[src/common/i2c_regs_consts.svh]
// Purpose: Offsets, field positions and reset values of the register slice
// Assumes: 16-bit register words at fixed word addresses
// Notes: Definitions only
`ifndef I2C_REGS_CONSTS_SVH
`define I2C_REGS_CONSTS_SVH

`define OWN_ADDR_OFFSET 16'h1a00
`define IRQ_MASK_OFFSET 16'h1a04
`define IRQ_STATUS_OFFSET 16'h1a08

`define OWN_ADDR_BITS 10
`define SHORT_ADDR_BITS 7
`define MASK_BITS 7

`define ST_ARB_LOST 0
`define ST_NACK 1
`define ST_ACCESS_READY 2
`define ST_RX_READY 3
`define ST_TX_READY 4
`define ST_STOP 5
`define ST_GENCALL 8
`define ST_ADDRESSED 9
`define ST_TX_SHIFT_EMPTY_N 10
`define ST_RX_OVERRUN 11
`define ST_BUS_BUSY 12
`define ST_NACK_SENT 13
`define ST_DIRECTION 14

`define STATUS_RESET 16'h0410
`define STATUS_W1C_MASK 16'h703f
`define STATUS_VALID_MASK 16'h7f3f

`endif

[src/common/i2c_regs_pkg.sv]
// Purpose: Types shared by the register slice
// Assumes: Nothing beyond the constants header
// Notes: Holds types only
package i2c_regs_pkg;
    typedef logic [15:0] reg_word_type;
    typedef logic [9:0] target_addr_type;
endpackage

[src/hw/addr_match.sv]
// Purpose: Compares an incoming bus address with the own address
// Assumes: Address fields already registered by the caller
// Notes: Combinational
`timescale 1ns/1ps
`include "i2c_regs_consts.svh"
module addr_match
    import i2c_regs_pkg::*;
(
    input wire target_addr_type ownAddress,
    input wire logic addressWidthSelect,
    input wire target_addr_type incomingAddress,
    output logic isMatch,
    output logic isGeneralCall
);
    wire logic shortMatch;
    wire logic longMatch;
    assign shortMatch = incomingAddress[`SHORT_ADDR_BITS-1:0] ==
        ownAddress[`SHORT_ADDR_BITS-1:0];
    assign longMatch = incomingAddress == ownAddress;
    assign isGeneralCall = incomingAddress == 10'h000;
    assign isMatch = addressWidthSelect ? longMatch : shortMatch;
endmodule // addr_match

[src/hw/i2c_addr_irq_status_regs.sv]
// Purpose: Own address, interrupt mask and interrupt status registers
// Assumes: Bus engine events are single-cycle pulses on clk
// Notes: 16-bit register port at fixed word addresses
//
// Overview of operation
// - In 7-bit mode only own-address bits 6-0 are compared.
// - In 10-bit mode all ten own-address bits are compared.
// - Own-address field is ten read/write bits in a 16-bit register.
// - Unused upper bits read zero and ignore writes.
// - Mask holds seven read/write enable bits, one per request source.
// - Status bits 14-8 and 5-0 report bus and interrupt state.
// - Writing one clears the W1C status bits; zero leaves them.
// - Overrun, shift-empty, addressed and general-call bits ignore writes.
// - After reset shift-empty and transmit-ready read one, others zero.
// - Addressed flag sets on own-address match or general-call address.
// - Transmit-ready sets when transmit data moves to the shift register.
// - Direction flag clears on START or STOP.
`timescale 1ns/1ps
`include "i2c_regs_consts.svh"
module i2c_addr_irq_status_regs
    import i2c_regs_pkg::*;
(
    input wire logic clk,
    input wire logic srst,
    input wire logic [15:0] regAddress,
    input wire logic regWrite,
    input wire logic regRead,
    input wire reg_word_type regWriteData,
    output reg_word_type regReadData,
    input wire logic addressWidthSelect,
    input wire logic addressValid,
    input wire target_addr_type incomingAddress,
    input wire logic startSeen,
    input wire logic stopSeen,
    input wire logic txLoaded,
    input wire logic rxLoaded,
    input wire logic accessDone,
    input wire logic nackSeen,
    input wire logic arbLostSeen,
    input wire logic nackSentSeen,
    input wire logic busBusySet,
    input wire logic targetTransmitSet,
    input wire logic receiveOverrun,
    input wire logic transmitShiftEmpty,
    output logic irqRequest
);
    target_addr_type ownAddressField;
    logic [`MASK_BITS-1:0] irqMask;
    reg_word_type status;
    reg_word_type next_status;
    reg_word_type setPulses;
    logic addrHit;
    logic genCall;
    logic addressedFlag;
    logic genCallFlag;
    logic overrunFlag;
    logic shiftEmptyN;

    // Word decode of one register offset
    function automatic logic isOffset(
        input logic [15:0] address,
        input logic [15:0] offset
    );
        return address == offset;
    endfunction

    // One write-one-to-clear flag; a hardware set beats a clear
    function automatic logic flagNext(
        input logic current,
        input logic setEvent,
        input logic clearEvent
    );
        return setEvent | (current & ~clearEvent);
    endfunction

    // Register decode and bus conditions
    wire logic selOwn = isOffset(regAddress, `OWN_ADDR_OFFSET);
    wire logic selMask = isOffset(regAddress, `IRQ_MASK_OFFSET);
    wire logic selStatus = isOffset(regAddress, `IRQ_STATUS_OFFSET);
    wire logic wrOwn = regWrite && selOwn;
    wire logic wrMask = regWrite && selMask;
    wire logic wrStatus = regWrite && selStatus;
    wire logic rdOwn = regRead && selOwn;
    wire logic rdMask = regRead && selMask;
    wire logic rdStatus = regRead && selStatus;
    wire logic busEdge = startSeen || stopSeen;
    wire logic addressTaken = addressValid && (addrHit || genCall);

    // Own-address compare, 7 or 10 bits
    addr_match matcher (
        .ownAddress(ownAddressField),
        .addressWidthSelect(addressWidthSelect),
        .incomingAddress(incomingAddress),
        .isMatch(addrHit),
        .isGeneralCall(genCall)
    );

    // Hardware set events by status bit position
    always_comb begin
        setPulses = 16'h0000;
        setPulses[`ST_ARB_LOST] = arbLostSeen;
        setPulses[`ST_NACK] = nackSeen;
        setPulses[`ST_ACCESS_READY] = accessDone;
        setPulses[`ST_RX_READY] = rxLoaded;
        setPulses[`ST_TX_READY] = txLoaded;
        setPulses[`ST_STOP] = stopSeen;
        setPulses[`ST_BUS_BUSY] = busBusySet;
        setPulses[`ST_NACK_SENT] = nackSentSeen;
        setPulses[`ST_DIRECTION] = targetTransmitSet;
    end

    // Software clears, plus the bus conditions that end a transfer
    wire reg_word_type writeClears = wrStatus ?
        (regWriteData & `STATUS_W1C_MASK) : 16'h0000;
    wire logic clearDirection = writeClears[`ST_DIRECTION] || busEdge;
    wire logic clearBusBusy = writeClears[`ST_BUS_BUSY] || stopSeen;

    // Next status word flag by flag; reserved bits stay zero
    always_comb begin
        next_status = 16'h0000;
        next_status[`ST_ARB_LOST] = flagNext(status[`ST_ARB_LOST],
            setPulses[`ST_ARB_LOST], writeClears[`ST_ARB_LOST]);
        next_status[`ST_NACK] = flagNext(status[`ST_NACK],
            setPulses[`ST_NACK], writeClears[`ST_NACK]);
        next_status[`ST_ACCESS_READY] = flagNext(status[`ST_ACCESS_READY],
            setPulses[`ST_ACCESS_READY], writeClears[`ST_ACCESS_READY]);
        next_status[`ST_RX_READY] = flagNext(status[`ST_RX_READY],
            setPulses[`ST_RX_READY], writeClears[`ST_RX_READY]);
        next_status[`ST_TX_READY] = flagNext(status[`ST_TX_READY],
            setPulses[`ST_TX_READY], writeClears[`ST_TX_READY]);
        next_status[`ST_STOP] = flagNext(status[`ST_STOP],
            setPulses[`ST_STOP], writeClears[`ST_STOP]);
        next_status[`ST_BUS_BUSY] = flagNext(status[`ST_BUS_BUSY],
            setPulses[`ST_BUS_BUSY], clearBusBusy);
        next_status[`ST_NACK_SENT] = flagNext(status[`ST_NACK_SENT],
            setPulses[`ST_NACK_SENT], writeClears[`ST_NACK_SENT]);
        next_status[`ST_DIRECTION] = flagNext(status[`ST_DIRECTION],
            setPulses[`ST_DIRECTION], clearDirection);
        // Read-only bits follow their own flags, one clock later
        next_status[`ST_ADDRESSED] = addressedFlag;
        next_status[`ST_GENCALL] = genCallFlag;
        next_status[`ST_RX_OVERRUN] = overrunFlag;
        next_status[`ST_TX_SHIFT_EMPTY_N] = shiftEmptyN;
    end

    // Own-address field; upper bits of the written word are dropped
    always_ff @(posedge clk) begin
        if (srst) begin
            ownAddressField <= 10'h000;
        end else if (wrOwn) begin
            ownAddressField <= regWriteData[`OWN_ADDR_BITS-1:0];
        end
    end

    // Enable mask, one bit per request source
    always_ff @(posedge clk) begin
        if (srst) begin
            irqMask <= 7'h00;
        end else if (wrMask) begin
            irqMask <= regWriteData[`MASK_BITS-1:0];
        end
    end

    // Addressed and general-call flags; a START or STOP ends the match
    always_ff @(posedge clk) begin
        if (srst) begin
            addressedFlag <= 1'b0;
            genCallFlag <= 1'b0;
        end else if (addressTaken) begin
            addressedFlag <= 1'b1;
            genCallFlag <= genCall;
        end else if (busEdge) begin
            addressedFlag <= 1'b0;
            genCallFlag <= 1'b0;
        end
    end

    // Read-only mirrors of the engine levels
    always_ff @(posedge clk) begin
        if (srst) begin
            overrunFlag <= 1'b0;
            shiftEmptyN <= 1'b1;
        end else begin
            overrunFlag <= receiveOverrun;
            shiftEmptyN <= ~transmitShiftEmpty;
        end
    end

    // Status register, loaded with its reset pattern
    always_ff @(posedge clk) begin
        if (srst) begin
            status <= `STATUS_RESET;
        end else begin
            status <= next_status & `STATUS_VALID_MASK;
        end
    end

    // Register views with reserved bits forced to zero
    wire reg_word_type ownView = {6'h00, ownAddressField};
    wire reg_word_type maskView = {9'h000, irqMask};
    wire reg_word_type statusView = status & `STATUS_VALID_MASK;

    // Same-cycle read data; unmapped words and idle cycles read zero
    always_comb begin
        regReadData = 16'h0000;
        if (rdOwn) begin
            regReadData = ownView;
        end else if (rdMask) begin
            regReadData = maskView;
        end else if (rdStatus) begin
            regReadData = statusView;
        end
    end

    // Mask bit 6 gates the addressed flag, bits 5-0 gate flags 5-0
    wire logic [`MASK_BITS-1:0] irqSources = {status[`ST_ADDRESSED],
        status[`ST_STOP:`ST_ARB_LOST]};
    assign irqRequest = |(irqSources & irqMask);
endmodule // i2c_addr_irq_status_regs
[config.mk]
export PLATFORM = sky130hd
export DESIGN_NAME = i2c_addr_irq_status_regs
export DESIGN_NICKNAME = d
export VERILOG_FILES = /design/src/common/i2c_regs_pkg.sv /design/src/hw/addr_match.sv /design/src/hw/i2c_addr_irq_status_regs.sv
export VERILOG_INCLUDE_DIRS = /design/src /design/src/common
export SDC_FILE = /design/constraint.sdc
export NUM_CORES = 1
export LEC_CHECK = 0
export ABC_AREA = 1
export BUFFER_PORTS_ARGS = -buffer_cell sky130_fd_sc_hd__buf_4
export CAP_MARGIN = 5
export CORE_ASPECT_RATIO = 2
export CORE_MARGIN = 2
export CORE_UTILIZATION = 25
export DETAILED_ROUTE_END_ITERATION = 6
export GPL_ROUTABILITY_DRIVEN = 1
export PLACE_DENSITY_LB_ADDON = 0.25
export SETUP_SLACK_MARGIN = 0.1
export SYNTH_ARGS = -nofsm -noshare
export SYNTH_HDL_FRONTEND = slang
export SYNTH_SLANG_ARGS = --single-unit
export TNS_END_PERCENT = 10
[constraint.sdc]
create_clock -name clk -period 2.07 [get_ports clk]
set_input_delay 0.414 -clock clk [delete_from_list [all_inputs] [get_ports clk]]
set_output_delay 0.414 -clock clk [all_outputs]
set_load 0.1 [all_outputs]
Word level (Yosys, flattened, before mapping)
Index checks and enable logic that the tools add are counted.
{"block": "op_classes", "bitwise_logic": 29, "mux": 8, "n_eq_ne": 5, "n_reduce_logical": 14}
{"cell": "2-to-1 mux 15 bit", "n": 4}
{"cell": "== test 16 x 13 -> 1 bit, second input constant", "n": 3}
{"cell": "== test 10 bit", "n": 1}
{"cell": "logical NOT 10 bit", "n": 1}
{"cell": "NOT 1 bit", "n": 10}
{"cell": "AND 1 bit", "n": 9}
{"cell": "bitwise OR 1 bit", "n": 9}
{"cell": "AND 7 bit", "n": 1}
{"cell": "== test 7 bit", "n": 1}
{"cell": "logical AND 1 bit", "n": 7}
{"cell": "OR reduction 7 bit", "n": 1}
{"cell": "logical OR 1 bit", "n": 4}
{"cell": "2-to-1 mux 1 bit", "n": 4}
{"cell": "nonzero test 2 bit", "n": 1}
{"block": "word_totals", "out_inout_bits": 17, "register_bits": 34, "wordCells": 63}

Logic depth before layout (Yosys ltp)
{"block": "logic_depth", "depth_word": 7, "ltp_mapped": 10}

Hierarchy
From an unflattened synthesis, not the netlist that was laid out.
{"block": "unflattened", "hier_cells": 279, "hier_area_um2": 1795.5}
{"mod": "i2c_addr_irq_status_regs", "cells_each": 234, "seq_area_each_um2": 680.7, "instances": 1, "area_each_um2": 1595.3}
{"mod": "addr_match", "cells_each": 45, "seq_area_each_um2": 0.0, "instances": 1, "area_each_um2": 200.2}

Worst setup path before layout
Ideal clock, no wire load.
{"block": "synth_timing", "kind": "input to output", "from": "input port regAddress[7]", "to": "output port regReadData[0]", "t_required_ns": 1.656, "setup_slack_ns": -1.009, "path_buffers": 0, "arrival_ns": 2.665, "stages": 7, "cell_sequence": "nor2_1 > nand2_1 > nor2_1 > nand3_1 > nor2_2 > nand2_1 > a21oi_1"}
{"block": "synth_between", "elab_chain_cells": 5, "elab_cells_between_ends": 9, "classes_between": "eq/ne (3); mux (3); reduce/logical (3)"}
{"item": "start, declared", "line_no": "i2c_addr_irq_status_regs.sv:25", "rtl": "input wire logic [15:0] regAddress,"}
{"item": "== test 16 x 13 -> 1 bit", "line_no": "i2c_addr_irq_status_regs.sv:64", "rtl": "return address == offset;"}
{"item": "logical AND 1 bit", "line_no": "i2c_addr_irq_status_regs.sv:85", "rtl": "wire logic rdStatus = regRead && selStatus;"}
{"item": "2-to-1 mux 15 bit", "line_no": "i2c_addr_irq_status_regs.sv:210", "rtl": "end else if (rdStatus) begin"}
{"item": "2-to-1 mux 15 bit", "line_no": "i2c_addr_irq_status_regs.sv:208", "rtl": "end else if (rdMask) begin"}
{"item": "2-to-1 mux 15 bit (*)", "line_no": "i2c_addr_irq_status_regs.sv:206", "rtl": "if (rdOwn) begin"}
{"item": "end, declared", "line_no": "i2c_addr_irq_status_regs.sv:29", "rtl": "output reg_word_type regReadData,"}
Every way passes the cells marked *; elsewhere a longest branch is shown, timed or not.

Worst setup path in the final report
{"block": "layout_timing", "from": "input port regAddress[6]", "to": "output port regReadData[9]"}
Same word-level chain as after synthesis.

==> impl_metrics.py <==
metrics = {
    "die": {
        "die_h_um": 130.4,
        "initial_core_util": 0.2550,
        "rows": 46,
        "chipWidth_um": 67.18,
        "ios": 77,
        "dieArea_sq_um": 8756,
        "core_area_sq_um": 7828,
    },
    "final_layout": {
        "ff_latch_area_sq_um": 680.7,
        "final_common_cell": "nand2_1",
        "mostFrequentLayoutCells": "nand2_1 (69), buf_4 (64), nor2_1 (61)",
        "num-nets-final": 480,
        "fill_cells": 809,
        "layout-drive-gt1-share": 0.3714,
        "area_growth_pct": 80.13,
        "diodes": 0,
        "utilization": 0.4592,
        "multiInputGateArea_sq_um": 1425,
    },
    "pwr": {
        "p_int_w": 0.001371,
        "seq_power_share": 0.386,
        "swShare": 0.2200,
        "pwr-share-clk": 0.489,
        "p_leak_nw": 1.694,
        "p_sw_w": 0.0003868,
        "cellPowerDensity_nw_per_um2": 489.1,
        "ir_drop_mv": 0.3344,
        "comb_power_share": 0.125,
    },
    "sta": {
        "setup_violations": 0,
        "fmaxAchievable_mhz": 489.1,
        "grt_setup_unrepaired": "yes",
        "min_period_ns": 2.045,
        "holdWs_ns": 0.3050,
        "fin_crit_sh": 0.9878,
        "drv_slew": 0,
        "finalHoldViolCount": 0,
        "fin_skew_ns": 0.004899,
        "setup_ws_ns": 0.02535,
    },
    "synthesis": {
        "synthCells": 330,
        "syn_area_per_cell_sq_um": 6.047,
        "ys_warn_count": 0,
        "synthesis.area_sq_um": 1996,
        "synth_ff_type": "dfxtp_1",
        "ys_seq_elements": 34,
        "yosysSeqAreaShare": 0.3411,
        "ys_types": 30,
        "syn_nets": 390,
        "synthArstFlopShare": 0,
        "synthTopCellsByArea": "dfxtp_1 (34%), nor2_1 (15%), nand2_1 (15%)",
        "synth_top_area_share": 0.3411,
        "yosys.area.top_type": "dfxtp_1",
        "synth_edf_count": 0,
    },
    "clock_tree": {
        "cts_htree_levels": 2,
        "cts.sinks": 34,
        "cts_made_buffers": 5,
        "tritoncts": "built",
        "ctsHoldBuffers": 0,
        "clk_pin_slew_ns": 0.05,
        "insertion_delay_ns": 0.27,
        "cts_root_buffer": "clkbuf_16",
        "cts_buffer_depth": 2,
    },
    "route": {
        "firstDrtPassIters": 4,
        "drc": 0,
        "vias": 2235,
        "dr.first_iter.drc_count": 103,
        "drt_wl_total_um": 6460,
        "drt-vias-per-instance": 4.331,
        "antenna_left": 0,
        "wire_per_inst_um": 12.52,
    },
    "placement": {
        "dpl.hpwl_um": 4922,
        "pre_cts_ws_ns": -0.1512,
        "gp_congestion": 0.7718,
        "numPortBuffers": 72,
    },
    "critical_path": {
        "cp_max_fo": 5,
        "crit_arrival_ns": 1.63,
        "required_ns": 1.66,
        "startpoint_type": "input port",
        "cp-end-kind": "output pin",
        "path_class": "input port to output pin",
    },
    "job": {
        "drv_cap": 0,
    },
    "grt": {
        "grt_pass1_vias": 2270,
        "grt_pass1_wl_um": 10490,
        "antenna_found_initial": 0,
        "grt_max_degree": 17,
        "track_usage": 0.1605,
        "overflow": 0,
    },
    "status": {
        "status": "finished clean",
    },
    "hold_path": {
        "hp-class": "input port to flip-flop",
    },
}
cells by family after synthesis:
kind of cell / Yosys count / synth area share
xor+xnor: 4 / 0.01756
buf+inv: 73 / 0.1473
flops: 34 / 0.3411
other cells: 1 / 0.001879
compound gates: 35 / 0.1009
simple gates: 183 / 0.3912
registers in the layout, indices dropped and copies added (netlist names):
name             cells
addressedFlag        1
genCallFlag          1
irqMask              7
overrunFlag          1
ownAddressField     10
shiftEmptyN          1
status              13
final timing paths:
kind | start | end | slack, ns | cells past startpoint
worst min register to register | overrunFlag | status[11] | 0.40 | 2
worst min-delay path | transmitShiftEmpty | shiftEmptyN | 0.31 | 2
worst max register to register | ownAddressField[1] | addressedFlag | 0.88 | 10
worst max-delay path | regAddress[6] | regReadData[9] | 0.03 | 10
power by group through the flow:
stage          logic [W]  registers (W)  clock network (W)
2_1_floorplan  0.0000864       0.000689                  0
3_3_place_gp    0.000206       0.000693                  0
5_1_grt         0.000242       0.000680           0.000911
3_5_place_dp    0.000208       0.000693                  0
6_report        0.000220       0.000679           0.000859
4_1_cts         0.000220       0.000679           0.000880
worst max-delay path, cell delays in order:
cell     delay, ns
buf_6         0.09
nor2_4        0.09
nand2_2       0.08
buf_12        0.13
nor2_8        0.13
nand3_4       0.11
inv_6         0.11
nand2_8       0.10
o21ai_4       0.18
buf_12        0.19
cell type report:
class / count / share of cell area
Sequential cell: 34 / 0.1893
Timing Repair Buffer: 90 / 0.2624
Multi-Input combinational cell: 224 / 0.3965
Tap cell: 96 / 0.03341
Clock buffer: 6 / 0.03864
Clock inverter: 1 / 0.008354
Inverter: 65 / 0.07135
stage by stage:
stage	instances	instance area [sq um]	power [W]	TNS (ns)
final	516	3595	0.001758	0
after detailed placement	507	2993	0.0009005	-1.743
after floorplan	330	2215	0.0007753	-0.9626
after CTS	516	3582	0.001779	-0.000004552
after global placement	507	2993	0.0008987	-1.741
after global routing	516	3595	0.001833	-0.3852
per-layer routing:
| layer | vias to the layer above | part of all wire | wire length (um) | GRT usage |
|---|---|---|---|---|
| li1 | 1180 | - | - | - |
| met1 | 981 | 0.39 | 2513 | 0.1786 |
| met2 | 65 | 0.54 | 3497 | 0.2924 |
| met3 | 9 | 0.052 | 336 | 0.03190 |
| met4 | 0 | 0.017 | 112 | 0.05762 |
| met5 | - | 0 | 0 | 0 |
cells in the mapped netlist, types with 2 or more instances:
cell type,instances
inv_2,4
inv_1,60
xnor2_1,3
o21ai_1,10
buf_4,2
o2111ai_1,6
dfxtp_1,34
nor2_8,2
nand4_1,5
clkbuf_1,3
nand3_1,11
o21ai_0,4
a21oi_1,14
nor2_1,79
nand2_1,78
what timing repair did:
action	4_1_cts	5_1_grt
gates resized for setup	85	4
cloned	1	0
buffers inserted	1	0
setup endpoints to repair	15	15
pin swaps	25	5
hold endpoints to repair	0	0
Power figures use the tool's default switching activity.
